`src/hw/branch_condition_pkg.sv`:
```
package branch_condition_pkg;

  // widths: singleword 36 bits, address space 2^29 singlewords
  localparam int QUARTER_W = 9;
  localparam int HALF_W    = 18;
  localparam int SINGLE_W  = 36;
  localparam int DOUBLE_W  = 72;
  localparam int PC_W      = 29;
  localparam int SKIP_W    = 4;

  // skip offset range in singlewords
  localparam int SKIP_MIN = -8;
  localparam int SKIP_MAX = 7;

  // result latency of the datapath in cycles
  localparam int LATENCY = 2;

  typedef enum logic [3:0] {
    greater_than          = 4'h0,
    equal_to              = 4'h1,
    greater_or_equal      = 4'h2,
    less_than             = 4'h3,
    not_equal             = 4'h4,
    less_or_equal         = 4'h5,
    zero_masked_bits      = 4'h6,
    every_masked_bit_one  = 4'h7,
    any_masked_bit_one    = 4'h8,
    some_masked_bit_clear = 4'h9
  } combined_condition_type;

  typedef enum logic [1:0] {
    width_quarter = 2'h0,
    width_half    = 2'h1,
    width_single  = 2'h2,
    width_double  = 2'h3
  } width_sel_type;

  typedef enum logic [3:0] {
    short_branch_cond        = 4'h0,
    incr_short_branch        = 4'h1,
    decr_short_branch        = 4'h2,
    long_branch_cond         = 4'h3,
    long_branch_vs_zero      = 4'h4,
    long_branch_uncond       = 4'h5,
    incr_long_branch         = 4'h6,
    incr_long_branch_vs_zero = 4'h7,
    incr_branch_uncond       = 4'h8,
    decr_long_branch         = 4'h9
  } branch_op_type;

endpackage

```
`src/hw/count_adjust.sv`:
```
`timescale 1ns/1ps
// ----------------------------------------------------------------
// registered counter step with signed overflow detect
// ----------------------------------------------------------------
module count_adjust (
  input  wire logic                                       sys_clk,
  input  wire logic                                       reset,
  input  wire logic                                       stepEnable,
  input  wire logic                                       stepDown,
  input  wire logic [branch_condition_pkg::SINGLE_W-1:0] countIn,
  output logic      [branch_condition_pkg::SINGLE_W-1:0] countOut,
  output logic                                            overflowOut
);
  import branch_condition_pkg::*;

  typedef struct packed {
    logic [SINGLE_W-1:0] count;
    logic                ovf;
  } adjust_state_type;

  adjust_state_type state_q;
  adjust_state_type state_d;

  always_comb begin
    state_d = state_q;
    state_d.count = countIn;
    state_d.ovf   = 1'b0;
    if (stepEnable) begin
      if (stepDown) begin
        state_d.count = countIn - {{(SINGLE_W-1){1'b0}}, 1'b1};
        // wrap from most negative to most positive
        state_d.ovf = countIn[SINGLE_W-1] & ~state_d.count[SINGLE_W-1];
      end else begin
        state_d.count = countIn + {{(SINGLE_W-1){1'b0}}, 1'b1};
        // wrap from most positive to most negative
        state_d.ovf = ~countIn[SINGLE_W-1] & state_d.count[SINGLE_W-1];
      end
    end
  end

  always_ff @(posedge sys_clk or posedge reset) begin
    if (reset) begin
      state_q <= '0;
    end else begin
      state_q <= state_d;
    end
  end

  assign countOut    = state_q.count;
  assign overflowOut = state_q.ovf;

endmodule

```
`src/hw/branch_condition_unit.sv`:
```
`timescale 1ns/1ps
// Overview of operation
// - six signed arithmetic conditions selected by the instruction modifier
// - zero masked bits: first AND mask equals zero
// - every masked bit one: inverted first AND mask equals zero
// - any masked bit one: first AND mask is nonzero
// - some masked bit clear: inverted first AND mask is nonzero
// - jumps reach the whole address space; skips only a short range
// - conditional skip tests all ten conditions, target offset -8..7
// - conditional skip operands use quarter, half, single or double width
// - false condition continues with the next sequential instruction
// - increment-and-skip adds one, keeps carry, compares, short skip
// - increments may set the integer overflow flag
// - decrement-and-skip subtracts one, keeps carry, compares, short skip
// - decrements may set the integer overflow flag
// - increment and decrement skips use singleword operands
// - conditional long jump compares first half against second half
// - jump-vs-zero compares operand against zero at selected width
// - unconditional jump always goes to its resolved destination
// - increment long jump bumps first half, compares with second half
// - increment jump-vs-zero bumps singleword then compares against zero
// - increment jump-always bumps singleword then always jumps
// - decrement long jump drops first half, compares with second half
module branch_condition_unit (
  input  wire logic                                         sys_clk,
  input  wire logic                                         reset,
  input  wire logic                                         opValid,
  input  wire branch_condition_pkg::branch_op_type          branchOp,
  input  wire branch_condition_pkg::combined_condition_type combinedCondition,
  input  wire branch_condition_pkg::width_sel_type          widthSel,
  input  wire logic [branch_condition_pkg::DOUBLE_W-1:0]   firstOperand,
  input  wire logic [branch_condition_pkg::DOUBLE_W-1:0]   secondOperand,
  input  wire logic [branch_condition_pkg::PC_W-1:0]       currentPc,
  input  wire logic [branch_condition_pkg::PC_W-1:0]       nextPc,
  input  wire logic [branch_condition_pkg::SKIP_W-1:0]     skipOffset,
  input  wire logic [branch_condition_pkg::PC_W-1:0]       branchTarget,
  output logic                                              resultValid,
  output logic                                              branchTaken,
  output logic      [branch_condition_pkg::PC_W-1:0]       newPc,
  output logic                                              counterWrite,
  output logic      [branch_condition_pkg::SINGLE_W-1:0]   counterValue,
  output logic                                              integerOverflowFlag
);
  import branch_condition_pkg::*;

  // ----------------------------------------------------------------
  // condition evaluation
  // ----------------------------------------------------------------
  // arithmetic part on a sign-extended pair of operands
  function automatic logic arith_condition(input combined_condition_type c,
                                           input logic signed [DOUBLE_W-1:0] a,
                                           input logic signed [DOUBLE_W-1:0] b);
    logic r;
    r = 1'b0;
    case (c)
      greater_than:     r = a > b;
      equal_to:         r = a == b;
      greater_or_equal: r = a >= b;
      less_than:        r = a < b;
      not_equal:        r = a != b;
      less_or_equal:    r = a <= b;
      default:          r = 1'b0;
    endcase
    return r;
  endfunction

  // mask tests on sign-extended operands agree with the narrow test:
  // any upper bit that survives the and also survives at the narrow top bit
  function automatic logic mask_condition(input combined_condition_type c,
                                          input logic [DOUBLE_W-1:0] a,
                                          input logic [DOUBLE_W-1:0] m);
    logic r;
    r = 1'b0;
    case (c)
      zero_masked_bits:      r = ((a & m) == '0);
      every_masked_bit_one:  r = ((~a & m) == '0);
      any_masked_bit_one:    r = ((a & m) != '0);
      some_masked_bit_clear: r = ((~a & m) != '0);
      default:               r = 1'b0;
    endcase
    return r;
  endfunction

  function automatic logic combined_condition(input combined_condition_type c,
                                              input logic [DOUBLE_W-1:0] a,
                                              input logic [DOUBLE_W-1:0] b);
    logic r;
    r = 1'b0;
    case (c)
      greater_than, equal_to, greater_or_equal,
      less_than, not_equal, less_or_equal: r = arith_condition(c, a, b);
      zero_masked_bits, every_masked_bit_one,
      any_masked_bit_one, some_masked_bit_clear: r = mask_condition(c, a, b);
      default: r = 1'b0;
    endcase
    return r;
  endfunction

  // sign extension to the full compare width at the selected precision
  function automatic logic [DOUBLE_W-1:0] size_operand(input width_sel_type w,
                                                       input logic [DOUBLE_W-1:0] v);
    logic [DOUBLE_W-1:0] r;
    r = v;
    case (w)
      width_quarter: r = {{(DOUBLE_W-QUARTER_W){v[QUARTER_W-1]}}, v[QUARTER_W-1:0]};
      width_half:    r = {{(DOUBLE_W-HALF_W){v[HALF_W-1]}}, v[HALF_W-1:0]};
      width_single:  r = {{(DOUBLE_W-SINGLE_W){v[SINGLE_W-1]}}, v[SINGLE_W-1:0]};
      width_double:  r = v;
      default:       r = v;
    endcase
    return r;
  endfunction

  function automatic logic [DOUBLE_W-1:0] widen_single(input logic [SINGLE_W-1:0] v);
    return {{(DOUBLE_W-SINGLE_W){v[SINGLE_W-1]}}, v};
  endfunction

  // skip forms branch relative to the current pc
  function automatic logic short_op_format(input branch_op_type o);
    logic r;
    r = 1'b0;
    case (o)
      short_branch_cond, incr_short_branch, decr_short_branch: r = 1'b1;
      default: r = 1'b0;
    endcase
    return r;
  endfunction

  // ----------------------------------------------------------------
  // state
  // ----------------------------------------------------------------
  typedef struct packed {
    logic                   stage1Valid;
    branch_op_type          op;
    combined_condition_type cond;
    width_sel_type          width;
    logic [DOUBLE_W-1:0]    opA;
    logic [DOUBLE_W-1:0]    opB;
    logic [PC_W-1:0]        shortTarget;
    logic [PC_W-1:0]        longTarget;
    logic [PC_W-1:0]        seqPc;
    logic                   outValid;
    logic                   outTaken;
    logic [PC_W-1:0]        outPc;
    logic                   outCntWrite;
    logic [SINGLE_W-1:0]    outCnt;
    logic                   outOvf;
  } unit_state_type;

  unit_state_type state_q;
  unit_state_type state_d;

  logic                stepEnable;
  logic                stepDown;
  logic [SINGLE_W-1:0] stepIn;
  logic [SINGLE_W-1:0] stepOut;
  logic                stepOvf;

  // counter half of the first operand feeds the stepper in stage 0
  always_comb begin
    stepEnable = 1'b0;
    stepDown   = 1'b0;
    stepIn     = firstOperand[SINGLE_W-1:0];
    if (opValid) begin
      case (branchOp)
        incr_short_branch, incr_long_branch_vs_zero,
        incr_branch_uncond: stepEnable = 1'b1;
        incr_long_branch:   stepEnable = 1'b1;
        decr_short_branch: begin
          stepEnable = 1'b1;
          stepDown   = 1'b1;
        end
        decr_long_branch: begin
          stepEnable = 1'b1;
          stepDown   = 1'b1;
        end
        default: stepEnable = 1'b0;
      endcase
    end
  end

  // ----------------------------------------------------------------
  // counter step
  // ----------------------------------------------------------------
  // the stepper registers its result, so stage 1 compares the stepped
  // counter of the op that sits in stage 1
  count_adjust stepper (
    .sys_clk     (sys_clk),
    .reset       (reset),
    .stepEnable  (stepEnable),
    .stepDown    (stepDown),
    .countIn     (stepIn),
    .countOut    (stepOut),
    .overflowOut (stepOvf)
  );

  // ----------------------------------------------------------------
  // two stage pipeline
  // ----------------------------------------------------------------
  always_comb begin
    logic                stepped;
    logic [DOUBLE_W-1:0] lhs;
    logic [DOUBLE_W-1:0] rhs;
    logic                taken;
    stepped = 1'b0;
    lhs     = '0;
    rhs     = '0;
    taken   = 1'b0;
    state_d = state_q;

    // stage 0: capture operands and targets
    state_d.stage1Valid = opValid;
    state_d.op          = branchOp;
    state_d.cond        = combinedCondition;
    state_d.width       = widthSel;
    state_d.opA         = firstOperand;
    state_d.opB         = secondOperand;
    // signed short offset, wraps inside the address space
    state_d.shortTarget = currentPc + {{(PC_W-SKIP_W){skipOffset[SKIP_W-1]}}, skipOffset};
    state_d.longTarget  = branchTarget;
    state_d.seqPc       = nextPc;

    // stage 1: compare using the stepped counter where one applies
    case (state_q.op)
      short_branch_cond: begin
        lhs   = size_operand(state_q.width, state_q.opA);
        rhs   = size_operand(state_q.width, state_q.opB);
        taken = combined_condition(state_q.cond, lhs, rhs);
      end
      incr_short_branch, decr_short_branch: begin
        stepped = 1'b1;
        lhs   = widen_single(stepOut);
        rhs   = widen_single(state_q.opB[SINGLE_W-1:0]);
        taken = arith_condition(state_q.cond, lhs, rhs);
      end
      long_branch_cond: begin
        lhs   = widen_single(state_q.opA[SINGLE_W-1:0]);
        rhs   = widen_single(state_q.opA[DOUBLE_W-1:SINGLE_W]);
        taken = arith_condition(state_q.cond, lhs, rhs);
      end
      incr_long_branch, decr_long_branch: begin
        stepped = 1'b1;
        lhs   = widen_single(stepOut);
        rhs   = widen_single(state_q.opA[DOUBLE_W-1:SINGLE_W]);
        taken = arith_condition(state_q.cond, lhs, rhs);
      end
      long_branch_vs_zero: begin
        lhs   = size_operand(state_q.width, state_q.opA);
        taken = arith_condition(state_q.cond, lhs, '0);
      end
      incr_long_branch_vs_zero: begin
        stepped = 1'b1;
        lhs   = widen_single(stepOut);
        taken = arith_condition(state_q.cond, lhs, '0);
      end
      incr_branch_uncond: begin
        stepped = 1'b1;
        taken   = 1'b1;
      end
      long_branch_uncond: taken = 1'b1;
      default: taken = 1'b0;
    endcase

    state_d.outValid    = state_q.stage1Valid;
    state_d.outTaken    = state_q.stage1Valid & taken;
    if (!state_q.stage1Valid) begin
      state_d.outPc = state_q.outPc;
    end else if (!taken) begin
      state_d.outPc = state_q.seqPc;
    end else if (short_op_format(state_q.op)) begin
      state_d.outPc = state_q.shortTarget;
    end else begin
      state_d.outPc = state_q.longTarget;
    end
    // write back whether or not the branch is taken; carry is not touched
    state_d.outCntWrite = state_q.stage1Valid & stepped;
    state_d.outCnt      = stepped ? stepOut : state_q.outCnt;
    state_d.outOvf      = state_q.stage1Valid & stepped & stepOvf;
  end

  // ----------------------------------------------------------------
  // registers
  // ----------------------------------------------------------------
  always_ff @(posedge sys_clk or posedge reset) begin
    if (reset) begin
      state_q <= '0;
    end else begin
      state_q <= state_d;
    end
  end

  // ----------------------------------------------------------------
  // outputs
  // ----------------------------------------------------------------
  assign resultValid         = state_q.outValid;
  assign branchTaken         = state_q.outTaken;
  assign newPc               = state_q.outPc;
  assign counterWrite        = state_q.outCntWrite;
  assign counterValue        = state_q.outCnt;
  assign integerOverflowFlag = state_q.outOvf;

endmodule

```
`config.mk`:
```
export PLATFORM = sky130hd
export DESIGN_NAME = branch_condition_unit
export DESIGN_NICKNAME = d
export VERILOG_FILES = /design/src/hw/branch_condition_pkg.sv /design/src/hw/count_adjust.sv /design/src/hw/branch_condition_unit.sv
export SDC_FILE = /design/constraint.sdc
export NUM_CORES = 1
export LEC_CHECK = 0
export ABC_AREA = 1
export BUFFER_PORTS_ARGS = -buffer_cell sky130_fd_sc_hd__clkbuf_2
export CAP_MARGIN = 20
export CORE_ASPECT_RATIO = 0.6
export CORE_MARGIN = 1
export CORE_UTILIZATION = 50
export CTS_CLUSTER_DIAMETER = 30
export DETAILED_ROUTE_END_ITERATION = 7
export PLACE_DENSITY_LB_ADDON = 0.3
export SKIP_LAST_GASP = 1
export SLEW_MARGIN = 20
export SYNTH_ARGS = -nofsm -noshare
export SYNTH_HDL_FRONTEND = slang
export SYNTH_SLANG_ARGS = --single-unit
```
`constraint.sdc`:
```
create_clock -name sys_clk -period 14.3 [get_ports sys_clk]
set_clock_uncertainty 0.05 [all_clocks]
set_input_delay 1.43 -clock sys_clk [delete_from_list [all_inputs] [get_ports sys_clk]]
set_output_delay 1.43 -clock sys_clk [all_outputs]
set_load 0.01 [all_outputs]
```
=== Word-level counts from Yosys, hierarchy flattened ===
Index checks and enable logic that the tools add are counted.
W data, S select, Z words.

* Logic and storage cells: 135
* Bits in registers: 348

* Add/sub/neg operators: 3
* Magnitude comparators: 24
* Equality and inequality tests: 35
* Reductions and logical operators: 20
* Mux-type cells: 26
* Bitwise operators: 10

{| class="wikitable"
|+ Operators by type and width
! kind !! count
|-
| $pmux W72 S4 || 2
|-
| $logic_not A72 Y1 || 4
|-
| $reduce_bool A72 Y1 || 4
|-
| $mux W72 || 3
|-
| $and A72 B72 Y72 || 2
|-
| $eq A36 B36 Y1 || 3
|-
| $ge A36 B36 Y1 || 3
|-
| $gt A36 B36 Y1 || 3
|-
| $le A36 B36 Y1 || 3
|-
| $lt A36 B36 Y1 || 3
|-
| $ne A36 B36 Y1 || 3
|-
| $mux W37 || 2
|-
| $eq A72 B72 Y1 || 1
|-
| $ge A72 B1 Y1 const B || 1
|-
| $ge A72 B72 Y1 || 1
|-
| $gt A72 B1 Y1 const B || 1
|-
| $gt A72 B72 Y1 || 1
|-
| $le A72 B1 Y1 const B || 1
|-
| $le A72 B72 Y1 || 1
|-
| $lt A72 B1 Y1 const B || 1
|-
| $lt A72 B72 Y1 || 1
|-
| $ne A72 B72 Y1 || 1
|-
| $not A72 Y72 || 1
|-
| $mux W29 || 2
|-
| other kinds (26) || 70
|}

=== Depth between registers and ports, before layout ===
* Depth after elaboration: 13
* Mapped depth: 35
* Depth with buffers taken out: 31

=== Modules after synthesis ===
A second synthesis with hierarchy kept.

* Cell total of the unflattened synthesis: 2872
* Area, all modules: 23328.6 um2

{| class="wikitable"
|+ By module, submodules not included
! module !! times used !! cells an instance !! seq. area each (um2) !! area each (um2)
|-
| branch_condition_unit || 1 || 2440 || 7782.5 || 20515.9
|-
| count_adjust || 1 || 432 || 925.9 || 2812.7
|}

=== Least setup slack after synthesis ===
OpenSTA, ideal clock, no wires.

* Kind: register to register
* Start: register state_q[300] (netlist name)
* End: register state_q (netlist bit newPc[0])
* Clock period less this slack: 4079 ps
* Arrival time: 3911 ps
* Path slack: 10221 ps
* Cell stages (with the launch flop): 30
* Data required time: 14132 ps
* Path through: dfrtp_1 -> buf_4 -> nor2_8 -> buf_6 -> nand2_1 -> clkbuf_1 -> clkinv_1 -> clkbuf_1 -> a21oi_1 -> ha_1 -> inv_1 -> or2_2 -> nor2_1 -> nand2_1 -> nor2_1 -> nand3_1 -> nor4_1 -> nand3_1 -> nor2_1 -> a21oi_1 -> inv_1 -> nand2_1 -> nor2_1 -> nand2_1 -> nand2_1 -> buf_2 -> buf_4 -> nand4_1 -> nand3_1 -> nand2_1

* Cells in the longest elaborated chain, start to end: 10
* Elaborated cells on any way between the ends: 34
* Classes of those cells: 8 x order compare; 5 x eq/ne; 11 x mux; 3 x bitwise; 7 x reduce/logical

{| class="wikitable"
|+ Ends and longest elaborated chain
! what !! RTL line !! source
|-
| from (decl) || branch_condition_unit.sv:150 || <nowiki>unit_state_type state_q;</nowiki>
|-
| from (signal assigned) || branch_condition_unit.sv:288 || <nowiki>state_q <= state_d;</nowiki>
|-
| parallel branches: the longest is 8 deep, another holds $le A72 B72 Y1 || - ||
|-
| $pmux W1 S7 (*) || branch_condition_unit.sv:224 || <nowiki>case (state_q.op)</nowiki>
|-
| $mux W29 (*) || branch_condition_unit.sv:268 || <nowiki>end else if (!taken) begin</nowiki>
|}

Mark *: on every way between the ends. The select of a mux whose other input is x is not followed.
A chain may end at the register's enable or synchronous reset.

=== Worst setup path after layout ===
* Start: register state_q[301] (netlist name)
* End: register state_q (netlist bit newPc[21])

The elaborated chain is that of the path after synthesis.

==> metrics.txt <==
worst slew pin tran between 1 and 1.5 ns; Critical Path Max Stage Delay about 0.70 ns; Syn. warnings 0; CTS tree built; row count 60; Most common cell on crit path nand2_1; CP max FO 44; Clock Tree Root clkbuf_16; Tmin final 6.40 ns; sequential power share 0.357; Peak VDD IR around 0.084 mV; top cell type's share of synthesized area 0.375; initial antenna violation count 3; vias per inst around 5.5; post-route non-filler standard cell count about 3800; post-synthesis sequential area ratio 0.375; dpl hpwl approximately 64000 um; Rel. slew slack 0.169; largest cells by area after synthesis dfrtp_1 (38%), ha_1 (19%), nand2_1 (10%); P_int around 2100 uW; combinational share of power 0.208; post-synthesis simple-gate area fraction 0.208; critical path's slowest cell nand2_1; Switch Pwr ~1100 uW; Synth Register Bits between 300 and 400; Mapped Cells 2848; PD cells approximately 120 mW/mm^2; Post-CTS Resized 0; total gr overflow 0; core area approximately 0.045 mm^2; antenna viol nets, final 0; Post-synth top cells nand2_1 (620), inv_1 (419), ha_1 (349), dfrtp_1 (348), nor2_1 (202); TritonCTS Buffers 57; mux cell area share after synthesis 0.0125; hold_ws between 0.4 and 0.5 ns; MaxCap Viol Count 0; Setup TNS Final 0 ns; Final setup viols 0; Final Slew Violations 0; Finished Cell Area ~0.027 mm^2; number of synthesized flops with an enable pin 0; Initial Utilization 0.513; RSZ-0062 raised after global routing no; DRC Markers 0; Routed WL 79300 um; Clock power frac 0.435; syn_area_per_cell 8.15 um^2; hold buffers post-CTS 0; status finished, final reports clean; xor-xnor portion of the synthesized cell area 0.0238; syn_nets around 3400; die span in y 169 um; area of the die 0.0473 mm^2; share of cells above drive strength 1 0.150; Pleak 0.0148 uW; area delta synth->final 15.9%; worst path arrival time a little under 7 ns; Synth Area in Compound Gates 0.0859; worst hold path type reg2reg; Worst Setup Path Type reg2reg; Final period util 0.447; largest net degree at the start of global routing 160; Post-CTS Setup Bufs 0; Port Buffers roughly 320; die width 280 um; post-synthesis async set-or-reset flop share 1.00; CTS sink cnt 348; drt pass-1 iters 6; IO Pins 317; ys flop type dfrtp_1; Final Wtd Congestion between 1 and 1.5; placed inst area ~0.025 mm^2; Clock Pin Slew Worst Setup and Hold Paths 0.05 ns; total global-route track usage 0.332; worst path required time 14.79 ns; Clock Latency Late Sink between 0.6 and 0.7 ns; Synth cell types between 50 and 60; Synth Area in Adders 0.189; count leader, synth nand2_1; largest family of logic cells by synthesized area simple AND/OR/NAND/NOR gates; wire length per cell roughly 21 um; vias in the first global route 19600; Fillers just over 4000; Setup WS post-layout 7.90 ns; H-tree lvl count 2; Sw Share 0.335; nets around 3700; Post-Syn Area ~0.023 mm^2; fmax 156 MHz; Place WS roughly 8.1 ns; Iter 0 DRT Violations around 2400; Worst Setup End Kind flop; routed vias just over 20000; area leader, netlist dfrtp_1; first-pass GRT wire length around 120000 um; Final Hold Violating Endpoints 0; CP Launch Type flop; Max clock buf depth 3; Inst Count DP between 3000 and 4000
==> power by group through the flow <==
stage	logic [uW]	registers, uW	clock network, uW
global placement	624	1150	0
finish	662	1130	1380
floorplan	449	1120	0
global route	735	1140	1450
CTS	646	1130	1390
detailed placement	639	1150	0
==> per-layer routing <==
metal / vias to the layer above / GRT usage / routed length (um)
li1: 9719 / - / -
met1: 9893 / 0.529 / 38400
met2: 1003 / 0.442 / 30800
met4: 0 / 0.0570 / 1190
met5: - / 0 / 0
met3: 98 / 0.0915 / 9020
==> worst max-delay path, delay by kind of cell (launching register included) <==
family | cells | cell delay, ns
AND/OR/NAND/NOR | 18 | 3.56
buffers and inverters | 6 | 1.65
AO/OA/AOI/OAI | 2 | 0.36
flip-flops | 1 | 0.31
adder cells (fa/ha/maj) | 1 | 0.29
==> cell usage in the layout, fill, tap and decap left out, drive strengths merged, types with 8 or more instances in the layout <==
cell / Yosys / final
a21oi: 171 / 171
buf: 102 / 19
clkbuf: 36 / 380
clkinv: 3 / 22
dfrtp: 348 / 348
ha: 349 / 349
inv: 426 / 441
mux2i: 29 / 29
nand2: 623 / 623
nand3: 124 / 124
nand4: 68 / 68
nor2: 204 / 204
nor3: 33 / 33
nor4: 55 / 55
o211ai: 12 / 12
o21ai: 139 / 139
or2: 8 / 8
xnor2: 15 / 15
xor2: 48 / 48
==> flip-flops by register name (all words and copies together) (netlist names) <==
signal / cells
branchTaken: 1
resultValid: 1
newPc: 29
counterValue: 36
stepper.countOut: 36
counterWrite: 1
stepper.overflowOut: 1
integerOverflowFlag: 1
state_d: 1
state_q: 241
==> final timing paths <==
kind,depth (start not counted),from,slack (ns),end
setup reg to reg,27,state_q[301],7.90,newPc[21]
setup / recovery,27,state_q[301],7.90,newPc[21]
min in group asynchronous,2,reset,0.94,counterValue[28]
hold reg to reg,2,counterValue[13],0.43,counterValue[13]
hold / removal,2,counterValue[13],0.43,counterValue[13]
max in group asynchronous,5,reset,11.42,counterValue[4]
==> cell type report <==
type,count,area (um^2),share of cell area
Antenna cell,2,5.00,0.000186
Clock buffer,64,1480,0.0551
Clock inverter,43,483,0.0179
Inverter,429,1620,0.0602
Multi-Input combinational cell,1933,12100,0.449
Sequential cell,348,8710,0.324
Tap cell,620,776,0.0288
Timing Repair Buffer,335,1760,0.0653
==> cell families after synthesis <==
| group | Yosys count |
|---|---|
| compound gates | 365 |
| xor+xnor | 63 |
| fa+ha+maj | 350 |
| buf+inv | 567 |
| flops | 348 |
| mux | 29 |
| simple gates | 1126 |
==> through the flow <==
| stage | util | total power [uW] |
|---|---|---|
| 6_report | 0.595 | 3180 |
| 5_1_grt | 0.595 | 3320 |
| 4_1_cts | 0.594 | 3170 |
| 3_5_place_dp | 0.550 | 1790 |
| 3_3_place_gp | 0.550 | 1770 |
| 2_1_floorplan | - | 1570 |
Note: power is estimated with default switching activity, not from simulation.
